[src/pkg/sfm_params.svh]
// Register map, field positions and reset values of the sample FIFO control
// block. Assumes inclusion by bare name from the design files.
`ifndef SFM_PARAMS_SVH
`define SFM_PARAMS_SVH

// ----------------------------------------------------------------------------
// Register addresses
// ----------------------------------------------------------------------------
`define SFM_ADDR_CONTROL 8'h14
`define SFM_ADDR_REF_LOW 8'h15
`define SFM_ADDR_REF_MID 8'h16
`define SFM_ADDR_REF_HIGH 8'h17

// ----------------------------------------------------------------------------
// Field positions and reset values
// ----------------------------------------------------------------------------
`define SFM_MODE_HI 7
`define SFM_MODE_LO 5
`define SFM_WTM_HI 4
`define SFM_WTM_LO 0
`define SFM_REF_LOW_HI 7
`define SFM_REF_LOW_LO 0
`define SFM_REF_MID_HI 15
`define SFM_REF_MID_LO 8
`define SFM_REF_HIGH_HI 23
`define SFM_REF_HIGH_LO 16
`define SFM_RST_BYTE 8'h00
`define SFM_RST_REF 24'h000000
`define SFM_READ_ZERO 8'h00

`endif

[src/pkg/sfm_pkg.sv]
// Types shared by the sample FIFO control block.
// Assumes nothing of its surroundings.
package sfm_pkg;

	// Mode codes held in the control register
	typedef enum logic [2:0]
	{
		SFM_MODE_BYPASS = 3'b000,
		SFM_MODE_FIFO = 3'b001,
		SFM_MODE_STREAM = 3'b010,
		SFM_MODE_STR2FIFO = 3'b011,
		SFM_MODE_BYP2STR = 3'b100,
		SFM_MODE_RESERVED = 3'b101,
		SFM_MODE_DYNSTREAM = 3'b110,
		SFM_MODE_BYP2FIFO = 3'b111
	} sfm_mode_t;

	// Behaviour that the storage follows at a given moment
	typedef enum logic [1:0]
	{
		SFM_BEH_BYPASS = 2'b00,
		SFM_BEH_FIFO = 2'b01,
		SFM_BEH_STREAM = 2'b10
	} sfm_beh_t;

endpackage

[src/core/sfm_core.sv]
// Sample FIFO with mode control and the 24-bit reference pressure registers.
// Assumes the serial host interface hands over byte register accesses on
// sys_clk_i, and that samples, trigger and autozero strobes come from logic
// on the same clock.
`timescale 1ns/100ps
`include "sfm_params.svh"

// ----------------------------------------------------------------------------
// Sample store
// ----------------------------------------------------------------------------
// DEPTH must be a power of two so that the pointers wrap by themselves.
module sfm_fifo #(
	parameter int WIDTH = 24,
	parameter int DEPTH = 32,
	parameter int AW = $clog2(DEPTH)
) (
	input wire logic sys_clk_i,
	input wire logic rst_i,
	input wire logic flush_i,
	input wire logic ovw_i,
	input wire logic in_valid_i,
	output logic in_ready_o,
	input wire logic [WIDTH-1:0] in_data_i,
	output logic out_valid_o,
	input wire logic out_ready_i,
	output logic [WIDTH-1:0] out_data_o,
	output logic [AW:0] level_o,
	output logic full_o,
	output logic drop_o
);
	logic [WIDTH-1:0] mem [DEPTH];
	logic [AW-1:0] wr_ptr, rd_ptr;
	logic [AW:0] count, next_count;
	logic push, out_pop, pop;
	// Handshake decode; a full store only takes a word when overwrite is on
	assign full_o = (count == (AW+1)'(DEPTH));
	assign out_valid_o = (count != '0);
	assign in_ready_o = !full_o || ovw_i;
	assign push = in_valid_i && in_ready_o && !flush_i;
	assign out_pop = out_valid_o && out_ready_i && !flush_i;
	assign drop_o = push && full_o && !out_pop;
	assign pop = out_pop || drop_o;
	assign out_data_o = mem[rd_ptr];
	assign level_o = count;
	assign next_count = count + (AW+1)'(push) - (AW+1)'(pop);

	// Storage words have no reset; only the pointers and the fill count need one
	always_ff @(posedge sys_clk_i)
	begin
		if (push)
			mem[wr_ptr] <= in_data_i;
	end

	// Pointers and fill count; a flush wins over any transfer in that cycle
	always_ff @(posedge sys_clk_i)
	begin
		if (rst_i || flush_i)
		begin
			wr_ptr <= '0;
			rd_ptr <= '0;
			count <= '0;
		end
		else
		begin
			wr_ptr <= wr_ptr + AW'(push);
			rd_ptr <= rd_ptr + AW'(pop);
			count <= next_count;
		end
	end
endmodule

// ----------------------------------------------------------------------------
// Control, reference and mode logic
// ----------------------------------------------------------------------------
module sfm_core #(
	parameter int WIDTH = 24,
	parameter int DEPTH = 32
) (
	input wire logic sys_clk_i,
	input wire logic rst_i,
	input wire logic [7:0] reg_addr_i,
	input wire logic reg_wr_i,
	input wire logic [7:0] reg_wdata_i,
	input wire logic reg_rd_i,
	output logic [7:0] reg_rdata_o,
	input wire logic smp_valid_i,
	output logic smp_ready_o,
	input wire logic [WIDTH-1:0] smp_pressure_i,
	input wire logic trig_i,
	input wire logic az_capture_i,
	input wire logic autozero_clear_bit_i,
	input wire logic [WIDTH-1:0] limit_i,
	output logic [WIDTH-1:0] press_o,
	output logic p_high_o,
	output logic p_low_o,
	output logic fifo_valid_o,
	input wire logic fifo_ready_i,
	output logic [WIDTH-1:0] fifo_data_o,
	output logic [$clog2(DEPTH):0] fifo_level_o,
	output logic fifo_full_o,
	output logic watermark_o,
	output logic overrun_flag_o
);
	logic [7:0] fifo_control, rd_mux;
	logic [WIDTH-1:0] ref_press, sum_press;
	logic trig_q, trig_fell, az_pend, flush_q;
	sfm_pkg::sfm_mode_t mode;
	sfm_pkg::sfm_beh_t beh;
	logic wr_ctrl, wr_low, wr_mid, wr_high;
	logic flush, ovw, fifo_in_valid, fifo_in_ready, fifo_drop;
	logic signed [WIDTH:0] diff_press, lim_pos;
	// Register write decode
	assign wr_ctrl = reg_wr_i && (reg_addr_i == `SFM_ADDR_CONTROL);
	assign wr_low = reg_wr_i && (reg_addr_i == `SFM_ADDR_REF_LOW);
	assign wr_mid = reg_wr_i && (reg_addr_i == `SFM_ADDR_REF_MID);
	assign wr_high = reg_wr_i && (reg_addr_i == `SFM_ADDR_REF_HIGH);
	// Mode field; the watermark sits in the low field
	assign mode = sfm_pkg::sfm_mode_t'(fifo_control[`SFM_MODE_HI:`SFM_MODE_LO]);
	// Behaviour chosen from mode and the trigger history
	always_comb
	begin
		case (mode)
			sfm_pkg::SFM_MODE_BYPASS: beh = sfm_pkg::SFM_BEH_BYPASS;
			sfm_pkg::SFM_MODE_FIFO: beh = sfm_pkg::SFM_BEH_FIFO;
			sfm_pkg::SFM_MODE_STREAM: beh = sfm_pkg::SFM_BEH_STREAM;
			sfm_pkg::SFM_MODE_STR2FIFO:
				beh = trig_fell ? sfm_pkg::SFM_BEH_FIFO : sfm_pkg::SFM_BEH_STREAM;
			sfm_pkg::SFM_MODE_BYP2STR:
				beh = trig_fell ? sfm_pkg::SFM_BEH_STREAM : sfm_pkg::SFM_BEH_BYPASS;
			sfm_pkg::SFM_MODE_DYNSTREAM: beh = sfm_pkg::SFM_BEH_STREAM;
			sfm_pkg::SFM_MODE_BYP2FIFO:
				beh = trig_fell ? sfm_pkg::SFM_BEH_FIFO : sfm_pkg::SFM_BEH_BYPASS;
			default: beh = sfm_pkg::SFM_BEH_BYPASS;
		endcase
	end
	// Bypass keeps the store empty; stream lets a full store overwrite
	assign flush = (beh == sfm_pkg::SFM_BEH_BYPASS);
	assign ovw = (beh == sfm_pkg::SFM_BEH_STREAM);
	assign fifo_in_valid = smp_valid_i && !flush;
	// In FIFO mode a full store stalls the sample source
	assign smp_ready_o = flush || fifo_in_ready;
	// Pressure arithmetic on the incoming sample
	assign sum_press = smp_pressure_i + ref_press;
	assign diff_press = $signed({smp_pressure_i[WIDTH-1], smp_pressure_i})
		- $signed({ref_press[WIDTH-1], ref_press});
	assign lim_pos = $signed({1'b0, limit_i});

	// Trigger edge and flush history; a control write restarts the triggered sequence
	always_ff @(posedge sys_clk_i)
	begin
		if (rst_i)
		begin
			trig_q <= 1'b0;
			trig_fell <= 1'b0;
			flush_q <= 1'b0;
		end
		else
		begin
			flush_q <= flush;
			trig_q <= trig_i;
			if (wr_ctrl)
				trig_fell <= 1'b0;
			else if (trig_q && !trig_i)
				trig_fell <= 1'b1;
		end
	end

	// Control register; host write only
	always_ff @(posedge sys_clk_i)
	begin
		if (rst_i)
			fifo_control <= `SFM_RST_BYTE;
		else if (wr_ctrl)
			fifo_control <= reg_wdata_i;
	end

	// Reference bytes; autozero capture lands after a host write of the same cycle
	always_ff @(posedge sys_clk_i)
	begin
		if (rst_i)
		begin
			ref_press <= `SFM_RST_REF;
			az_pend <= 1'b0;
		end
		else if (autozero_clear_bit_i)
		begin
			ref_press <= `SFM_RST_REF;
			az_pend <= 1'b0;
		end
		else
		begin
			if (wr_low)
				ref_press[`SFM_REF_LOW_HI:`SFM_REF_LOW_LO] <= reg_wdata_i;
			if (wr_mid)
				ref_press[`SFM_REF_MID_HI:`SFM_REF_MID_LO] <= reg_wdata_i;
			if (wr_high)
				ref_press[`SFM_REF_HIGH_HI:`SFM_REF_HIGH_LO] <= reg_wdata_i;
			if (az_pend && smp_valid_i)
			begin
				ref_press <= smp_pressure_i;
				az_pend <= 1'b0;
			end
			else if (az_capture_i)
				az_pend <= 1'b1;
		end
	end

	// Output pressure and limit flags, refreshed with each sample
	always_ff @(posedge sys_clk_i)
	begin
		if (rst_i)
		begin
			press_o <= '0;
			p_high_o <= 1'b0;
			p_low_o <= 1'b0;
		end
		else if (smp_valid_i)
		begin
			press_o <= sum_press;
			p_high_o <= (diff_press > lim_pos);
			p_low_o <= (diff_press < -lim_pos);
		end
	end

	// Overrun is sticky until bypass empties the store; a new drop wins
	always_ff @(posedge sys_clk_i)
	begin
		if (rst_i)
			overrun_flag_o <= 1'b0;
		else if (fifo_drop)
			overrun_flag_o <= 1'b1;
		else if (flush)
			overrun_flag_o <= 1'b0;
	end

	// Read multiplexer; unmapped addresses read zero
	assign rd_mux = (reg_addr_i == `SFM_ADDR_CONTROL) ? fifo_control
		: (reg_addr_i == `SFM_ADDR_REF_LOW) ? ref_press[`SFM_REF_LOW_HI:`SFM_REF_LOW_LO]
		: (reg_addr_i == `SFM_ADDR_REF_MID) ? ref_press[`SFM_REF_MID_HI:`SFM_REF_MID_LO]
		: (reg_addr_i == `SFM_ADDR_REF_HIGH) ? ref_press[`SFM_REF_HIGH_HI:`SFM_REF_HIGH_LO]
		: `SFM_READ_ZERO;

	// Read data registered, one cycle after the strobe
	always_ff @(posedge sys_clk_i)
	begin
		if (rst_i)
			reg_rdata_o <= `SFM_READ_ZERO;
		else if (reg_rd_i)
			reg_rdata_o <= rd_mux;
	end

	// Watermark compare against the fill level
	assign watermark_o = (fifo_level_o >= ($clog2(DEPTH)+1)'(
		fifo_control[`SFM_WTM_HI:`SFM_WTM_LO]));

	sfm_fifo #(
		.WIDTH(WIDTH),
		.DEPTH(DEPTH)
	) u_store (
		.sys_clk_i(sys_clk_i),
		.rst_i(rst_i),
		.flush_i(flush),
		.ovw_i(ovw),
		.in_valid_i(fifo_in_valid),
		.in_ready_o(fifo_in_ready),
		.in_data_i(sum_press),
		.out_valid_o(fifo_valid_o),
		.out_ready_i(fifo_ready_i),
		.out_data_o(fifo_data_o),
		.level_o(fifo_level_o),
		.full_o(fifo_full_o),
		.drop_o(fifo_drop)
	);

	// ------------------------------------------------------------------------
	// Checks
	// ------------------------------------------------------------------------
	bypass_empties_a: assert property (@(posedge sys_clk_i) disable iff (rst_i)
		flush_q |-> (fifo_level_o == '0) && !fifo_valid_o)
		else $error("store not empty in bypass");
	fifo_full_stalls_a: assert property (@(posedge sys_clk_i) disable iff (rst_i)
		(beh == sfm_pkg::SFM_BEH_FIFO) && fifo_full_o |-> !smp_ready_o)
		else $error("full store in FIFO mode still takes samples");
	stream_overwrite_a: assert property (@(posedge sys_clk_i) disable iff (rst_i)
		ovw && fifo_full_o && smp_valid_i && !fifo_ready_i
		|=> fifo_full_o && overrun_flag_o)
		else $error("stream overwrite did not keep store full or flag overrun");
	trig_stream_fifo_a: assert property (@(posedge sys_clk_i) disable iff (rst_i)
		(mode == sfm_pkg::SFM_MODE_STR2FIFO) && trig_q && !trig_i && !wr_ctrl
		|=> (beh == sfm_pkg::SFM_BEH_FIFO))
		else $error("stream-to-FIFO did not switch after trigger fall");
	trig_bypass_stream_a: assert property (@(posedge sys_clk_i) disable iff (rst_i)
		(mode == sfm_pkg::SFM_MODE_BYP2STR) && !trig_fell |-> flush ##1 (fifo_level_o == '0))
		else $error("bypass-to-stream stored before trigger fall");
	trig_bypass_fifo_a: assert property (@(posedge sys_clk_i) disable iff (rst_i)
		(mode == sfm_pkg::SFM_MODE_BYP2FIFO) && trig_fell && !wr_ctrl
		|=> (beh == sfm_pkg::SFM_BEH_FIFO))
		else $error("bypass-to-FIFO left FIFO behaviour");
	ref_high_byte_a: assert property (@(posedge sys_clk_i) disable iff (rst_i)
		wr_high && !autozero_clear_bit_i && !(az_pend && smp_valid_i)
		|=> ref_press[`SFM_REF_HIGH_HI:`SFM_REF_HIGH_LO] == $past(reg_wdata_i))
		else $error("high reference byte not stored");
	press_sum_a: assert property (@(posedge sys_clk_i) disable iff (rst_i)
		smp_valid_i |=> press_o == $past(smp_pressure_i) + $past(ref_press))
		else $error("output pressure is not sample plus reference");
	autozero_clear_a: assert property (@(posedge sys_clk_i) disable iff (rst_i)
		autozero_clear_bit_i |=> (ref_press == '0) && !az_pend)
		else $error("autozero clear left a reference");
	reserved_bypass_a: assert property (@(posedge sys_clk_i) disable iff (rst_i)
		(mode == sfm_pkg::SFM_MODE_RESERVED) |-> flush && smp_ready_o)
		else $error("reserved mode not treated as bypass");
	readback_a: assert property (@(posedge sys_clk_i) disable iff (rst_i)
		reg_rd_i && (reg_addr_i == `SFM_ADDR_CONTROL) |=> reg_rdata_o == $past(fifo_control))
		else $error("control register read back wrong");
endmodule

[config.mk]
export PLATFORM = sky130hd
export DESIGN_NAME = sfm_core
export DESIGN_NICKNAME = d
export VERILOG_FILES = /design/src/pkg/sfm_pkg.sv /design/src/core/sfm_core.sv
export VERILOG_INCLUDE_DIRS = /design/src /design/src/pkg
export SDC_FILE = /design/constraint.sdc
export NUM_CORES = 1
export LEC_CHECK = 0
export BUFFER_PORTS_ARGS = -buffer_cell sky130_fd_sc_hd__buf_2
export CAP_MARGIN = 20
export CORE_MARGIN = 3
export CORE_UTILIZATION = 45
export CTS_CLUSTER_DIAMETER = 80
export DETAILED_ROUTE_END_ITERATION = 10
export HOLD_SLACK_MARGIN = 0.12
export SLEW_MARGIN = 10
export SYNTH_ARGS = -nofsm -noshare
export SYNTH_HDL_FRONTEND = slang
export SYNTH_SLANG_ARGS = --single-unit
[constraint.sdc]
create_clock -name sys_clk_i -period 5.09 [get_ports sys_clk_i]
set_input_delay 0.509 -clock sys_clk_i [delete_from_list [all_inputs] [get_ports sys_clk_i]]
set_output_delay 0.509 -clock sys_clk_i [all_outputs]
set_load 0.01 [all_outputs]
==> results.json <==
{
  "fin_ws_ps": 332,
  "grt_setup_unrepaired": "no",
  "netlist.area_leader.share": 0.623,
  "timing.fmax_mhz": 210,
  "ys_seq_area_frac": 0.669,
  "path_cells": "inv_1, ha_1, nor2b_1, o31a_1, a21oi_1, a21boi_1, o21ai_0, a21boi_0, o21ai_0, a21oi_1, mux2i_1, nand2_1, ha_1, and4_1, nand3_1, a21oi_1, nor4_2, maj3_2, a211oi_2, a21oi_1, o2111ai_1, nand3_1",
  "final_nets": 2535,
  "maxSlewViolCount": 0,
  "areaGrowthSynthToFinish_pct": 15.0,
  "crit_top_cell": "a21oi_1",
  "yosysTopAreaCell": "edfxtp_1",
  "synthArstFlopShare": 0,
  "ys_types": 78,
  "cap_violations": 0,
  "syn_nets": 2339,
  "cts-root-buf": "clkbuf_16",
  "worstMarginPinSlew_ps": 1100,
  "wl_um": 94800,
  "grt_usage": 0.223,
  "yosysMostFrequentCell": "edfxtp_1",
  "synth.avg_cell_area_sq_um": 17.2,
  "grt_max_degree": 65,
  "end_kind": "register",
  "cp-start-kind": "register",
  "start_util": 0.457,
  "grt_pass1_vias": 20938,
  "synth_cells": 2157,
  "critical_path.top_delay_family": "compound AO/OA/AOI/OAI gates",
  "ys_ff_latch": 854,
  "io_buffers": 141,
  "tns_ps": 0,
  "h-tree-depth": 3,
  "setup_violations": 0,
  "finalCriticalPeriod_ps": 4760,
  "yosysWarnings": 0,
  "required_ps": 5580,
  "clock_sinks": 854,
  "synth-main-ff-cell": "edfxtp_1",
  "dp_hpwl_um": 60600,
  "cts_made_buffers": 85,
  "cp_slowest_cell": "dfxtp_1",
  "yosys-top-cells-count": "edfxtp_1, mux4_2, nor2_1",
  "antenna_found_initial": 1,
  "ant_nets": 0,
  "grt_pass1_wl_um": 140000,
  "tritoncts": "yes",
  "cts_buffer_depth": 3,
  "finalCritPeriodShare": 0.935,
  "die_x_um": 293,
  "crit_fanout": 5,
  "die-area_sq_um": 85800,
  "via_per_inst": 5.87,
  "relSlewSlack": 0.265,
  "place_ws_ps": 72.8,
  "hold_path_class": "in2reg",
  "route.detailed.drc": 0,
  "core_sq_um": 81100,
  "vdd_drop_max_mv": 0.248,
  "place_congestion": 0.887,
  "clk_latency_ps": 630,
  "drt_iter0_drc": 1787,
  "hold_viol": 0,
  "synth_area_sq_um": 37000,
  "synth.area.top_cells": "edfxtp_1, mux4_2, dfxtp_1",
  "path_clk_slew_ps": 70,
  "critPathBufInv": 1,
  "drive_gt1_frac": 0.281,
  "wl_per_cell_um": 27.2,
  "pwr_density_cell_nw_per_um2": 348,
  "via_count": 20439,
  "fin_skew_ps": 17.5,
  "crit_type": "reg2reg",
  "cpPeakStageDelay_ps": 430,
  "outcome": "completed",
  "grt_overflow": 0,
  "rows": 104,
  "ios": 142,
  "power.leakage_nw": 13.9,
  "first_pass_iters": 5,
  "cp_data_arrival_time_ps": 5250,
  "fp.dieH_um": 293,
  "synth_edf_count": 768
}
## timing repair
item / in CTS / in global routing
resized for setup: 0 / 2
endpoints found under the hold margin: 1 / 0
buffers inserted: 0 / 0
hold buffers: 1 / 0
endpoints found under the setup margin: 0 / 1
## flip-flops by register name (all words and copies together), names as in the netlist
| register | cells |
|---|---|
| u_store.mem | 768 |
| press_o | 24 |
| ref_press | 24 |
| fifo_control | 8 |
| reg_rdata_o | 8 |
| u_store.level_o | 6 |
| u_store.rd_ptr | 5 |
| u_store.wr_ptr | 5 |
| az_pend | 1 |
| overrun_flag_o | 1 |
| p_high_o | 1 |
| p_low_o | 1 |
| trig_fell | 1 |
| trig_q | 1 |
## metrics by stage
step	std cells	hold WS (ps)	power, mW	utilization	area (sq um)
2_1_floorplan	2157	449	8.31	-	37000
3_3_place_gp	3323	461	8.59	0.490	39700
3_5_place_dp	3324	461	8.61	0.490	39700
4_1_cts	3481	126	14.9	0.525	42600
5_1_grt	3482	141	15.3	0.525	42600
6_report	3483	152	14.8	0.525	42600
## power breakdown
| part | internal [mW] | total [mW] | leakage, nW | switching (mW) |
|---|---|---|---|---|
| Clock | 3.74 | 6.35 | 1.39 | 2.61 |
| Sequential | 7.71 | 7.73 | 7.61 | 0.0167 |
| Combinational | 0.244 | 0.736 | 4.86 | 0.492 |
| Total | 11.7 | 14.8 | 13.9 | 3.12 |
## layout by cell type, fill, tap and decap left out, types with 17 or more instances in the layout
| cell type | n |
|---|---|
| and2_1 | 18 |
| a21o_1 | 17 |
| nor2_4 | 32 |
| dfxtp_1 | 81 |
| clkbuf_16 | 88 |
| o21ai_0 | 25 |
| a211oi_1 | 39 |
| mux2i_1 | 24 |
| buf_4 | 65 |
| nor2_1 | 117 |
| nor3_1 | 26 |
| a21oi_1 | 94 |
| inv_1 | 94 |
| clkinv_1 | 22 |
| mux4_2 | 240 |
| mux2_2 | 26 |
| edfxtp_1 | 768 |
| xnor2_1 | 41 |
| nand3_1 | 35 |
| ha_1 | 106 |
| buf_2 | 141 |
| nand2_1 | 55 |
## final cells by class
class	instances	area [sq um]
clock inverter	54	571
tap	1060	1330
antenna	1	2.50
inverter	96	360
clock buffer	102	2270
fill	6515	38500
sequential	854	24800
multi-input combinational	1099	11900
timing repair buffer	217	1400
## per-layer routing
layer,up-vias,track usage,part of all wire
met4,0,0.0541,0.022
met5,-,0,0
met2,698,0.362,0.48
li1,8950,-,-
met3,119,0.0435,0.070
met1,10672,0.314,0.43
## kinds of logic (layout without fill, tap and decap cells)
logic type	Yosys count	after routing	share of synthesized area
adder cells (fa/ha/maj)	111	111	0.0380
AND/OR/NAND/NOR	362	362	0.0463
flip-flops	854	854	0.669
buffers and inverters	204	469	0.0217
other	0	1	0
AO/OA/AOI/OAI	262	262	0.0465
XOR/XNOR	72	72	0.0174
multiplexers	292	292	0.161
## worst paths after layout
kind / from / endpoint / slack (ps) / cells after the start
max reg2reg: ref_press[1] / p_low_o / 330 / 22
max: ref_press[1] / p_low_o / 330 / 22
min: az_capture_i / az_pend / 150 / 3
min reg2reg: p_high_o / p_high_o / 460 / 2
## worst register-to-register path, delay by kind of cell (launching register included)
family	cells	cell delay [ps]
simple gates	6	790
buf+inv	1	110
compound gates	11	2190
mux	1	150
fa+ha+maj	3	950
flops	1	430
Note: power is estimated with default switching activity, not from simulation.
